## src/logic/isp_pkg.sv

```systemverilog
// Constants shared by the interrupt source prioritizer
package isp_pkg;
    localparam int          ISP_NUM_LINES     = 6;
    localparam int          ISP_LVL_W         = 3;
    localparam int          ISP_VEC_W         = 8;
    localparam int          ISP_ADDR_W        = 16;
    // Vector numbers of fixed sources
    localparam logic [7:0]  ISP_VEC_NMI       = 8'h07;
    localparam logic [7:0]  ISP_VEC_LINE0     = 8'h10;
    localparam logic [15:0] ISP_ADDR_NMI      = 16'h001c;
    localparam logic [15:0] ISP_ADDR_LINE0    = 16'h0040;
    // Sense field encodings and reset value
    localparam logic [1:0]  ISP_SENSE_LOW     = 2'h0;
    localparam logic [1:0]  ISP_SENSE_FALL    = 2'h1;
    localparam logic [1:0]  ISP_SENSE_RISE    = 2'h2;
    localparam logic [1:0]  ISP_SENSE_BOTH    = 2'h3;
    localparam logic [11:0] ISP_SENSE_RST     = 12'h000;
    localparam logic [5:0]  ISP_STATUS_RST    = 6'h00;
    localparam logic [1:0]  ISP_SYNC_RST      = 2'h3;
    localparam logic [2:0]  ISP_LVL_NONE      = 3'h0;
endpackage

```

## src/logic/isp_prioritizer.sv

```systemverilog
// Interrupt source prioritizer: detection, flags, priority and vector output
// Overview of operation
// - Seven external inputs, all can wake standby
// - Non-maskable request always wins and forwarded
// - Configuration bit selects non-maskable edge polarity
// - Each line senses low, fall, rise, both
// - Sense codes 00 low 01 fall 10 rise 11 both
// - Disabled lines forward no request
// - Status flags record detection, software clears
// - Clear only after read-one-write-zero or handling
// - Detection independent of pin direction
// - Programmable level per line and peripheral group
// - Peripheral request needs flag and enable
// - Transfer start ignores mode and mask
// - Lower vector number wins by default
// - Equal levels fall back to vector order
// - Non-maskable vector 7, address 001c
// - Lines use vectors 16 to 21 from 0040
`timescale 1ns/1ps
module isp_prioritizer
    import isp_pkg::*;
#(
    parameter int NUM_PERIPH = 4
) (
    // Clock and reset
    input  wire logic                           sys_clk,
    input  wire logic                           rst_b,
    // Pins, sampled on the pad side so pin direction does not matter
    input  wire logic                           nmi_pin,
    input  wire logic [ISP_NUM_LINES-1:0]       ext_request_lines,
    // Configuration
    input  wire logic                           nonmask_edge_select,
    input  wire logic [2*ISP_NUM_LINES-1:0]     sense_control_reg,
    input  wire logic                           sense_we,
    input  wire logic [ISP_NUM_LINES-1:0]       line_enable_reg,
    input  wire logic [ISP_LVL_W*ISP_NUM_LINES-1:0] priority_level_reg,
    // Status flag access: read marks arming, write of zero clears armed flags
    input  wire logic                           status_rd,
    input  wire logic                           status_wr,
    input  wire logic [ISP_NUM_LINES-1:0]       status_wdata,
    // Exception handling acknowledge from the core
    input  wire logic                           ack,
    input  wire logic [ISP_VEC_W-1:0]           ack_vector,
    // On-chip peripheral groups
    input  wire logic [NUM_PERIPH-1:0]          periph_flag,
    input  wire logic [NUM_PERIPH-1:0]          periph_enable,
    input  wire logic [ISP_LVL_W*NUM_PERIPH-1:0] periph_level,
    input  wire logic [ISP_VEC_W*NUM_PERIPH-1:0] periph_vector,
    input  wire logic [NUM_PERIPH-1:0]          periph_xfer_route,
    // Outputs to the core and the transfer controller
    output logic [ISP_NUM_LINES-1:0]            line_status_reg,
    output logic                                irq_valid,
    output logic                                irq_nonmask,
    output logic [ISP_LVL_W-1:0]                irq_level,
    output logic [ISP_VEC_W-1:0]                irq_vector,
    output logic [ISP_ADDR_W-1:0]               irq_vec_addr,
    output logic                                wake_req,
    output logic [NUM_PERIPH-1:0]               xfer_start
);
    if (NUM_PERIPH < 1 || NUM_PERIPH > 32) begin : g_bad_periph
        $error("NUM_PERIPH out of range");
    end

    ////////////////////////////////////////////////////////////////////////////////
    // Pin synchronisers
    logic [ISP_NUM_LINES:0] s1_q, s1_d, s2_q, s2_d, s3_q, s3_d;
    logic [ISP_NUM_LINES-1:0] lines, prev;
    logic nmi_now, nmi_prev;
    always_comb begin
        s1_d = {nmi_pin, ext_request_lines};
        s2_d = s1_q;
        s3_d = s2_q;
    end
    always_ff @(posedge sys_clk) begin
        if (!rst_b) begin
            s1_q <= '1;
            s2_q <= '1;
            s3_q <= '1;
        end else begin
            s1_q <= s1_d;
            s2_q <= s2_d;
            s3_q <= s3_d;
        end
    end
    assign lines    = s2_q[ISP_NUM_LINES-1:0];
    assign prev     = s3_q[ISP_NUM_LINES-1:0];
    assign nmi_now  = s2_q[ISP_NUM_LINES];
    assign nmi_prev = s3_q[ISP_NUM_LINES];

    ////////////////////////////////////////////////////////////////////////////////
    // Line detection and status flags
    logic [2*ISP_NUM_LINES-1:0] sense_q, sense_d;
    logic [ISP_NUM_LINES-1:0] flag_q, flag_d, armed_q, armed_d, det;
    logic nmi_pend_q, nmi_pend_d, nmi_det;

    // Sense is held here so a change only takes effect on its write strobe
    generate
        for (genvar i = 0; i < ISP_NUM_LINES; i++) begin : g_det
            always_comb begin
                case (sense_q[2*i +: 2])
                    ISP_SENSE_LOW:  det[i] = !lines[i];
                    ISP_SENSE_FALL: det[i] = prev[i] && !lines[i];
                    ISP_SENSE_RISE: det[i] = !prev[i] && lines[i];
                    default:        det[i] = prev[i] ^ lines[i];
                endcase
            end
        end
    endgenerate

    assign nmi_det = nonmask_edge_select ? (!nmi_prev && nmi_now)
                                         : (nmi_prev && !nmi_now);

    always_comb begin
        sense_d    = sense_we ? sense_control_reg : sense_q;
        flag_d     = flag_q;
        armed_d    = armed_q;
        nmi_pend_d = nmi_pend_q;
        if (status_rd) begin
            armed_d = armed_q | flag_q;
        end
        if (status_wr) begin
            flag_d  = flag_q & (status_wdata | ~armed_q);
            armed_d = armed_d & status_wdata;
        end
        if (ack) begin
            for (int i = 0; i < ISP_NUM_LINES; i++) begin
                if (ack_vector == ISP_VEC_LINE0 + ISP_VEC_W'(i) &&
                    (sense_q[2*i +: 2] != ISP_SENSE_LOW || lines[i])) begin
                    flag_d[i] = 1'b0;
                end
            end
            if (ack_vector == ISP_VEC_NMI) begin
                nmi_pend_d = 1'b0;
            end
        end
        // Detection wins over any clear in the same cycle
        flag_d = flag_d | det;
        if (nmi_det) begin
            nmi_pend_d = 1'b1;
        end
    end
    always_ff @(posedge sys_clk) begin
        if (!rst_b) begin
            sense_q    <= ISP_SENSE_RST;
            flag_q     <= ISP_STATUS_RST;
            armed_q    <= ISP_STATUS_RST;
            nmi_pend_q <= 1'b0;
        end else begin
            sense_q    <= sense_d;
            flag_q     <= flag_d;
            armed_q    <= armed_d;
            nmi_pend_q <= nmi_pend_d;
        end
    end

    ////////////////////////////////////////////////////////////////////////////////
    // Priority selection; ascending scan with strict compare keeps the lowest vector
    logic                 v_d, nm_d, wk_d;
    logic [ISP_LVL_W-1:0] lv_d;
    logic [ISP_VEC_W-1:0] vec_d;
    logic [NUM_PERIPH-1:0] xs_d;
    always_comb begin
        v_d   = 1'b0;
        nm_d  = 1'b0;
        lv_d  = ISP_LVL_NONE;
        vec_d = '0;
        for (int i = 0; i < ISP_NUM_LINES; i++) begin
            if (flag_q[i] && line_enable_reg[i] &&
                (!v_d || priority_level_reg[ISP_LVL_W*i +: ISP_LVL_W] > lv_d)) begin
                v_d   = 1'b1;
                lv_d  = priority_level_reg[ISP_LVL_W*i +: ISP_LVL_W];
                vec_d = ISP_VEC_LINE0 + ISP_VEC_W'(i);
            end
        end
        for (int p = 0; p < NUM_PERIPH; p++) begin
            if (periph_flag[p] && periph_enable[p] && !periph_xfer_route[p] &&
                (!v_d || periph_level[ISP_LVL_W*p +: ISP_LVL_W] > lv_d ||
                 (periph_level[ISP_LVL_W*p +: ISP_LVL_W] == lv_d &&
                  periph_vector[ISP_VEC_W*p +: ISP_VEC_W] < vec_d))) begin
                v_d   = 1'b1;
                lv_d  = periph_level[ISP_LVL_W*p +: ISP_LVL_W];
                vec_d = periph_vector[ISP_VEC_W*p +: ISP_VEC_W];
            end
        end
        if (nmi_pend_q) begin
            v_d   = 1'b1;
            nm_d  = 1'b1;
            lv_d  = '1;
            vec_d = ISP_VEC_NMI;
        end
        // Transfer starts bypass the core's mode and mask entirely
        xs_d = periph_flag & periph_enable & periph_xfer_route;
        wk_d = nmi_pend_q || |(flag_q & line_enable_reg);
    end
    always_ff @(posedge sys_clk) begin
        if (!rst_b) begin
            irq_valid    <= 1'b0;
            irq_nonmask  <= 1'b0;
            irq_level    <= ISP_LVL_NONE;
            irq_vector   <= '0;
            irq_vec_addr <= '0;
            wake_req     <= 1'b0;
            xfer_start   <= '0;
            line_status_reg <= ISP_STATUS_RST;
        end else begin
            irq_valid    <= v_d;
            irq_nonmask  <= nm_d;
            irq_level    <= lv_d;
            irq_vector   <= vec_d;
            irq_vec_addr <= {6'h00, vec_d, 2'h0};
            wake_req     <= wk_d;
            xfer_start   <= xs_d;
            line_status_reg <= flag_d;
        end
    end

    ////////////////////////////////////////////////////////////////////////////////
    // Checks
    property p_nmi_wins;
        @(posedge sys_clk) disable iff (!rst_b)
        nmi_pend_q |=> irq_valid && irq_nonmask && irq_vector == ISP_VEC_NMI;
    endproperty
    a_nmi_wins: assert property (p_nmi_wins) else $error("nmi not presented");

    property p_nmi_addr;
        @(posedge sys_clk) disable iff (!rst_b)
        irq_nonmask |-> irq_vec_addr == ISP_ADDR_NMI;
    endproperty
    a_nmi_addr: assert property (p_nmi_addr) else $error("nmi address wrong");

    property p_addr_x4;
        @(posedge sys_clk) disable iff (!rst_b)
        irq_valid |-> irq_vec_addr == {6'h00, irq_vector, 2'h0};
    endproperty
    a_addr_x4: assert property (p_addr_x4) else $error("vector address mismatch");

    property p_line0_addr;
        @(posedge sys_clk) disable iff (!rst_b)
        irq_valid && irq_vector == ISP_VEC_LINE0 |-> irq_vec_addr == ISP_ADDR_LINE0;
    endproperty
    a_line0_addr: assert property (p_line0_addr) else $error("line 0 address wrong");

    property p_det_sets;
        @(posedge sys_clk) disable iff (!rst_b)
        det[0] |=> line_status_reg[0] && flag_q[0];
    endproperty
    a_det_sets: assert property (p_det_sets) else $error("detection lost");

    property p_no_unarmed_clear;
        @(posedge sys_clk) disable iff (!rst_b)
        flag_q[0] && !armed_q[0] && !ack && !sense_we |=> flag_q[0];
    endproperty
    a_no_unarmed_clear: assert property (p_no_unarmed_clear) else $error("flag cleared");

    property p_disabled_quiet;
        @(posedge sys_clk) disable iff (!rst_b)
        line_enable_reg == '0 && periph_flag == '0 && !nmi_pend_q |=> !irq_valid;
    endproperty
    a_disabled_quiet: assert property (p_disabled_quiet) else $error("disabled request");

    property p_xfer;
        @(posedge sys_clk) disable iff (!rst_b)
        periph_flag[0] && periph_enable[0] && periph_xfer_route[0] |=> xfer_start[0];
    endproperty
    a_xfer: assert property (p_xfer) else $error("transfer not started");
endmodule

```

## config.mk

```make
export PLATFORM = sky130hd
export DESIGN_NAME = isp_prioritizer
export DESIGN_NICKNAME = d
export VERILOG_FILES = /design/src/logic/isp_pkg.sv /design/src/logic/isp_prioritizer.sv
export SDC_FILE = /design/constraint.sdc
export NUM_CORES = 1
export LEC_CHECK = 0
export CAP_MARGIN = 20
export CORE_ASPECT_RATIO = 1.2
export CORE_MARGIN = 10
export CORE_UTILIZATION = 59
export DETAILED_ROUTE_END_ITERATION = 12
export DONT_BUFFER_PORTS = 1
export GPL_TIMING_DRIVEN = 0
export PLACE_DENSITY = 0.78
export SETUP_SLACK_MARGIN = 0.05
export SYNTH_ARGS = -nofsm -noshare
export SYNTH_HDL_FRONTEND = slang
export SYNTH_SLANG_ARGS = --single-unit
```

## constraint.sdc

```tcl
create_clock -name sys_clk -period 16.1 [get_ports sys_clk]
set_clock_uncertainty 0.05 [all_clocks]
set_input_delay 2.415 -clock sys_clk [delete_from_list [all_inputs] [get_ports sys_clk]]
set_output_delay 2.415 -clock sys_clk [all_outputs]
set_load 0.05 [all_outputs]
```

Word-level counts from Yosys, hierarchy flattened. Cells that the tools add are included.

Input port bits: 120. Flip-flop bits (word level): 72. Logic and storage cells: 229. Output and inout bits: 40.

Multiplexer cells: 54. Bitwise logic cells: 15. Eq/ne operators: 23. Reductions and logical operators: 110. Magnitude comparators: 13.

Operators by type and width (number): $mux W8 (10); $eq A8 B5 Y1 const B (6); $logic_and A1 B1 Y1 (47); $mux W3 (11); $lt A8 B8 Y1 (4); $gt A3 B3 Y1 (9); $logic_not A1 Y1 (27); $mux W6 (4); $mux W1 (22); $logic_or A1 B1 Y1 (20); $and A6 B6 Y6 (3); $or A6 B6 Y6 (3); $pmux W1 S3 (6); $reduce_bool A2 Y1 (8); $eq A2 B1 Y1 const B (6); $eq A2 B2 Y1 const B (6); $eq A3 B3 Y1 (4); $logic_not A2 Y1 (6); $and A4 B4 Y4 (2); $eq A8 B3 Y1 const B (1); $not A6 Y6 (1); $reduce_or A6 Y1 (1); $xor A1 B1 Y1 (6); $mux W5 (1); $reduce_and A2 Y1 (1).

Longest topological paths before layout.
Depth after elaboration: 43. Depth in mapped cells: 74.

Least setup slack after synthesis. Ideal clock, no wire load.

Path type: input-to-reg. From: input line_enable_reg[0]. To: register irq_vec_addr[3]. Stages: 68. Required time: 15926 ps. Arrival: 15057 ps. Path buffers: 5. Slack: 869 ps. Cell sequence: and2_1 nand2_1 ha_1 and3b_1 o211a_1 o211ai_1 inv_1 ha_1 and3_1 a211oi_1 or2_2 clkbuf_1 o21ai_0 ha_1 a21oi_1 a32o_1 a21o_1 o211ai_1 [... 32 more ...] nor2b_1 o21a_1 o21ai_0 o21ai_0 o21ai_0 o21ai_1 buf_4 mux2i_1 ha_1 a21oi_1 nand4_1 nor4_1 o21ai_0 nand2_1 a31oi_1 buf_2 o31ai_1 a21oi_1.

Cells in the longest elaborated chain, start to end: 43. Elaborated cells between the ends (all ways): 82. Those cells by class: order compare: 13; eq/ne: 4; mux: 29; reduce/logical: 36.

Ends and longest elaborated chain: start, declared (RTL line isp_prioritizer.sv:35) `input wire logic [ISP_NUM_LINES-1:0] line_enable_reg,`; $logic_and A1 B1 Y1 (*) (RTL line isp_prioritizer.sv:168) `if (flag_q[i] && line_enable_reg[i] &&`; $mux W3 / $mux W1 (equally long branches) (RTL line isp_prioritizer.sv:168); $gt A3 B3 Y1 / $logic_not A1 Y1 (equally long branches) (RTL line isp_prioritizer.sv:169) `(!v_d || priority_level_reg[ISP_LVL_W*i +: ISP_LVL_W] > lv_d)) begin`; $logic_or A1 B1 Y1 (RTL line isp_prioritizer.sv:169); $logic_and A1 B1 Y1 (RTL line isp_prioritizer.sv:168); $mux W3 / $mux W1 (equally long branches) (RTL line isp_prioritizer.sv:168); $gt A3 B3 Y1 / $logic_not A1 Y1 (equally long branches) (RTL line isp_prioritizer.sv:169); $logic_or A1 B1 Y1 (RTL line isp_prioritizer.sv:169); [... 27 more ...]; $logic_and A1 B1 Y1 (RTL line isp_prioritizer.sv:176) `if (periph_flag[p] && periph_enable[p] && !periph_xfer_route[p] &&`; $mux W8 (tied with other cells) (RTL line isp_prioritizer.sv:176); $lt A8 B8 Y1 (tied with other cells) (RTL line isp_prioritizer.sv:179) `periph_vector[ISP_VEC_W*p +: ISP_VEC_W] < vec_d))) begin`; $logic_and A1 B1 Y1 / $logic_or A1 B1 Y1 (equally long branches) (RTL line isp_prioritizer.sv:178, isp_prioritizer.sv:177); $logic_or A1 B1 Y1 (RTL line isp_prioritizer.sv:177) `(!v_d || periph_level[ISP_LVL_W*p +: ISP_LVL_W] > lv_d ||`; $logic_and A1 B1 Y1 (RTL line isp_prioritizer.sv:176); $mux W8 (*) (RTL line isp_prioritizer.sv:176); $mux W8 (*) (RTL line isp_prioritizer.sv:185) `if (nmi_pend_q) begin`; end signal, assigned (RTL line isp_prioritizer.sv:210) `irq_vec_addr <= {6'h00, vec_d, 2'h0};`; end, declared (RTL line isp_prioritizer.sv:56) `output logic [ISP_ADDR_W-1:0] irq_vec_addr,`.

Mark *: on every way between the ends. The rest lies on a longest branch, timed or not. A chain may end at the register's enable or synchronous reset.

Worst setup path after layout.
From: input line_enable_reg[0]. To: register irq_level[0].

Cells in the longest elaborated chain, start to end: 43. Elaborated cells between the ends (all ways): 82. Those cells by class: order compare: 13; eq/ne: 4; mux: 29; reduce/logical: 36.

Ends and longest elaborated chain: $logic_and A1 B1 Y1 (*) (RTL line isp_prioritizer.sv:168); $mux W3 / $mux W1 (equally long branches) (RTL line isp_prioritizer.sv:168); $gt A3 B3 Y1 / $logic_not A1 Y1 (equally long branches) (RTL line isp_prioritizer.sv:169); $logic_or A1 B1 Y1 (RTL line isp_prioritizer.sv:169); $logic_and A1 B1 Y1 (RTL line isp_prioritizer.sv:168); $mux W3 / $mux W1 (equally long branches) (RTL line isp_prioritizer.sv:168); $gt A3 B3 Y1 / $logic_not A1 Y1 (equally long branches) (RTL line isp_prioritizer.sv:169); $logic_or A1 B1 Y1 (RTL line isp_prioritizer.sv:169); [... 27 more ...]; $logic_and A1 B1 Y1 (RTL line isp_prioritizer.sv:176); $mux W8 (tied with other cells) (RTL line isp_prioritizer.sv:176); $lt A8 B8 Y1 (tied with other cells) (RTL line isp_prioritizer.sv:179); $logic_and A1 B1 Y1 / $logic_or A1 B1 Y1 (equally long branches) (RTL line isp_prioritizer.sv:178, isp_prioritizer.sv:177); $logic_or A1 B1 Y1 (RTL line isp_prioritizer.sv:177); $logic_and A1 B1 Y1 (RTL line isp_prioritizer.sv:176); $mux W3 (*) (RTL line isp_prioritizer.sv:176); $mux W3 (*) (RTL line isp_prioritizer.sv:185); end signal, assigned (RTL line isp_prioritizer.sv:208) `irq_level <= lv_d;`; end, declared (RTL line isp_prioritizer.sv:54) `output logic [ISP_LVL_W-1:0] irq_level,`.

Marked as above.

==> results_dict.tcl <==
set metrics [dict create \
    grt_max_degree 13 \
    synthDistinctLibCells 70 \
    largest_register "sense_q" \
    num_antenna_cells 0 \
    synth.largest_area_cell "dfxtp_1" \
    ys_ff_latch 64 \
    required_ps 16270 \
    dp_hpwl_mm 11.4 \
    largest_register_ffs 12 \
    dpl_cell_area_um2 5130 \
    clk_pin_slew_ps 80 \
    cap_violations 0 \
    syn_area_per_cell_um2 8.12 \
    synth_enable_flop_cells 0 \
    grt_pass1_vias 4692 \
    endpoint_kind "flip-flop" \
    start_util_pct 60.8 \
    worstSkewPairLatency_ps 340 \
    dp.cells 732 \
    max_stage_delay_ps 350 \
    synthTopCellsByCount "64 x dfxtp_1, 63 x ha_1, 60 x nand2_1, 39 x inv_1, 39 x nor2_1" \
    antenna_found_initial 0 \
    die_h_um 120 \
    antenna_left 0 \
    worstSetupPathType "primary input to flip-flop" \
    die-area_um2 12500 \
    syn_inst 611 \
    wirelength_mm 14.0 \
    cp.arrival_ps 15490 \
    setup_viol 0 \
    synth_area_leaders "dfxtp_1 26%, ha_1 16%, nand2_1 4.5%" \
    fillCellCount 670 \
    first_iter_violations 221 \
    yosysMostFrequentCell "dfxtp_1" \
    grt_util_all_layers_pct 21.7 \
    cp_max_fo 10 \
    wl_per_cell_um 18.5 \
    ys_warn_count 0 \
    fin_area_um2 5530 \
    synth_ff_type "dfxtp_1" \
    startpoint_type "primary input" \
    fmax_mhz 65.3 \
    p_per_area_nw_per_um2 95.8 \
    rows 36 \
    root_buffer "clkbuf_8" \
    area_growth_syn_to_layout_pct 11.5 \
    gp_congestion 0.917 \
    multi_input_area_um2 3510 \
    die_w_um 104 \
    outcome "completed" \
    power_w 0.000530 \
    cpMostUsedCell "ha_1" \
    synth_top_area_share_pct 25.8 \
    numCtsBuffers 9 \
    min_path_type "flip-flop to flip-flop" \
    clk_path_buf_depth 2 \
    hold_viol_final 0 \
    nNetsFinal 819 \
    io_buffer_count 0 \
    cts.sinks 64 \
    slowest_stage "or2_2" \
    max_slew_margin_pct 47.5 \
    drive_above_1_share_pct 13.3 \
    vias 4597 \
    ios 160 \
    htree_levels 3 \
    drv_slew 0 \
    async_reset_ff_share_pct 0 \
    instances_no_fill 755 \
    seqCellArea_um2 1280 \
    top_regs "sense_q (12), irq_vec_addr (8)" \
    leakagePower_nw 2.36 \
    vdd_drop_max_uv 80.7 \
    cts_tree "done" \
    synth-seq-area-share_pct 25.8 \
    worst_pin_slew_ps 787 \
    drcViolationCount 0 \
    min_period_over_period_pct 95.2 \
    grt_overflow_total 0 \
    syn-cell-area_um2 4960 \
    fin_crit_ps 15320 \
    core_um2 8150 \
    first_pass_iters 5 \
    avgViaCountPerCell 6.09 \
    grt_pass1_wl_mm 22.5 \
]
## power breakdown
group          internal, W  switching, W  leakage [nW]
logic            0.0000833      0.000116          1.74
registers         0.000170     0.0000333         0.527
clock network    0.0000605     0.0000662        0.0926
total             0.000314      0.000216          2.36
## per-stage QoR
stage	hold WS (ps)	setup TNS [ps]	util, %	worst slack, ps
detailed placement	342	-14000	62.9	-1360
finish	353	0	67.8	781
floorplan	336	0	-	869
global placement	340	-9190	62.9	-923
global route	377	-314	67.8	-90.7
CTS	357	0	66.0	77.6
## worst max-delay path: cells and delay by family
family                   cells  cell delay [ps]
adder cells (fa/ha/maj)      9             2750
AO/OA/AOI/OAI               32             5750
buffers and inverters        5              740
AND/OR/NAND/NOR             21             3530
multiplexers                 1              280
## cell families after synthesis
family | after synthesis | share of synthesized area (%)
AND/OR/NAND/NOR | 211 | 21.6
AO/OA/AOI/OAI | 179 | 25.4
buffers and inverters | 72 | 6.96
flip-flops | 64 | 25.8
adder cells (fa/ha/maj) | 63 | 15.9
multiplexers | 21 | 4.26
other | 1 | 0.0756
## final timing paths
| check | from | to | slack, ps | depth (start not counted) |
|---|---|---|---|---|
| min reg2reg | s1_q[5] | s2_q[5] | 350 | 1 |
| max | line_enable_reg[0] | irq_level[0] | 780 | 68 |
| min | s1_q[5] | s2_q[5] | 350 | 1 |
| max reg2reg | line_status_reg[0] | irq_level[0] | 1950 | 68 |
## placed cells by master, fill, tap and decap left out, types with 4 or more instances in the layout
cell type,Yosys,layout
and3_1,5,5
nor3_1,11,11
a21oi_1,38,35
clkbuf_8,0,10
nand2_1,60,60
nand3_1,17,17
and2_1,9,9
o21bai_1,4,4
buf_4,17,25
nor2_1,39,37
or2_2,5,5
nand3b_1,12,12
a21o_1,7,6
o21a_1,8,8
o211ai_1,8,8
inv_1,39,39
conb_1,1,8
nand4_1,4,4
o31ai_1,10,10
ha_1,63,63
o22ai_1,8,7
nor2b_1,20,20
a31oi_1,8,6
clkbuf_1,11,9
dfxtp_1,64,64
nand2b_1,17,17
o21ai_1,1,5
a211oi_1,11,8
mux2i_1,20,18
o21ai_0,33,28
## final cells by class
type,instances,area share (%)
Sequential cell,64,23.2
Inverter,39,2.65
Tap cell,114,2.58
Buffer,31,3.58
Clock buffer,10,2.49
Clock inverter,6,0.792
Multi-Input combinational cell,482,63.5
Timing Repair Buffer,9,1.22
## per-layer routing
metal  vias up  part of all wire [%]  global-route usage, %
li1       2260                     -                      -
met1      2119                    38                   23.0
met2       185                    49                   38.1
met3        33                    10                   8.55
met4         0                   2.6                   8.71
met5         -                     0                      0
## timing repair
action,in CTS,in global routing
gates resized for setup,11,25
hold buffers,0,0
pin swaps,3,5
setup buffers,2,7
setup endpoints to repair,11,11
Power figures use the tool's default switching activity.
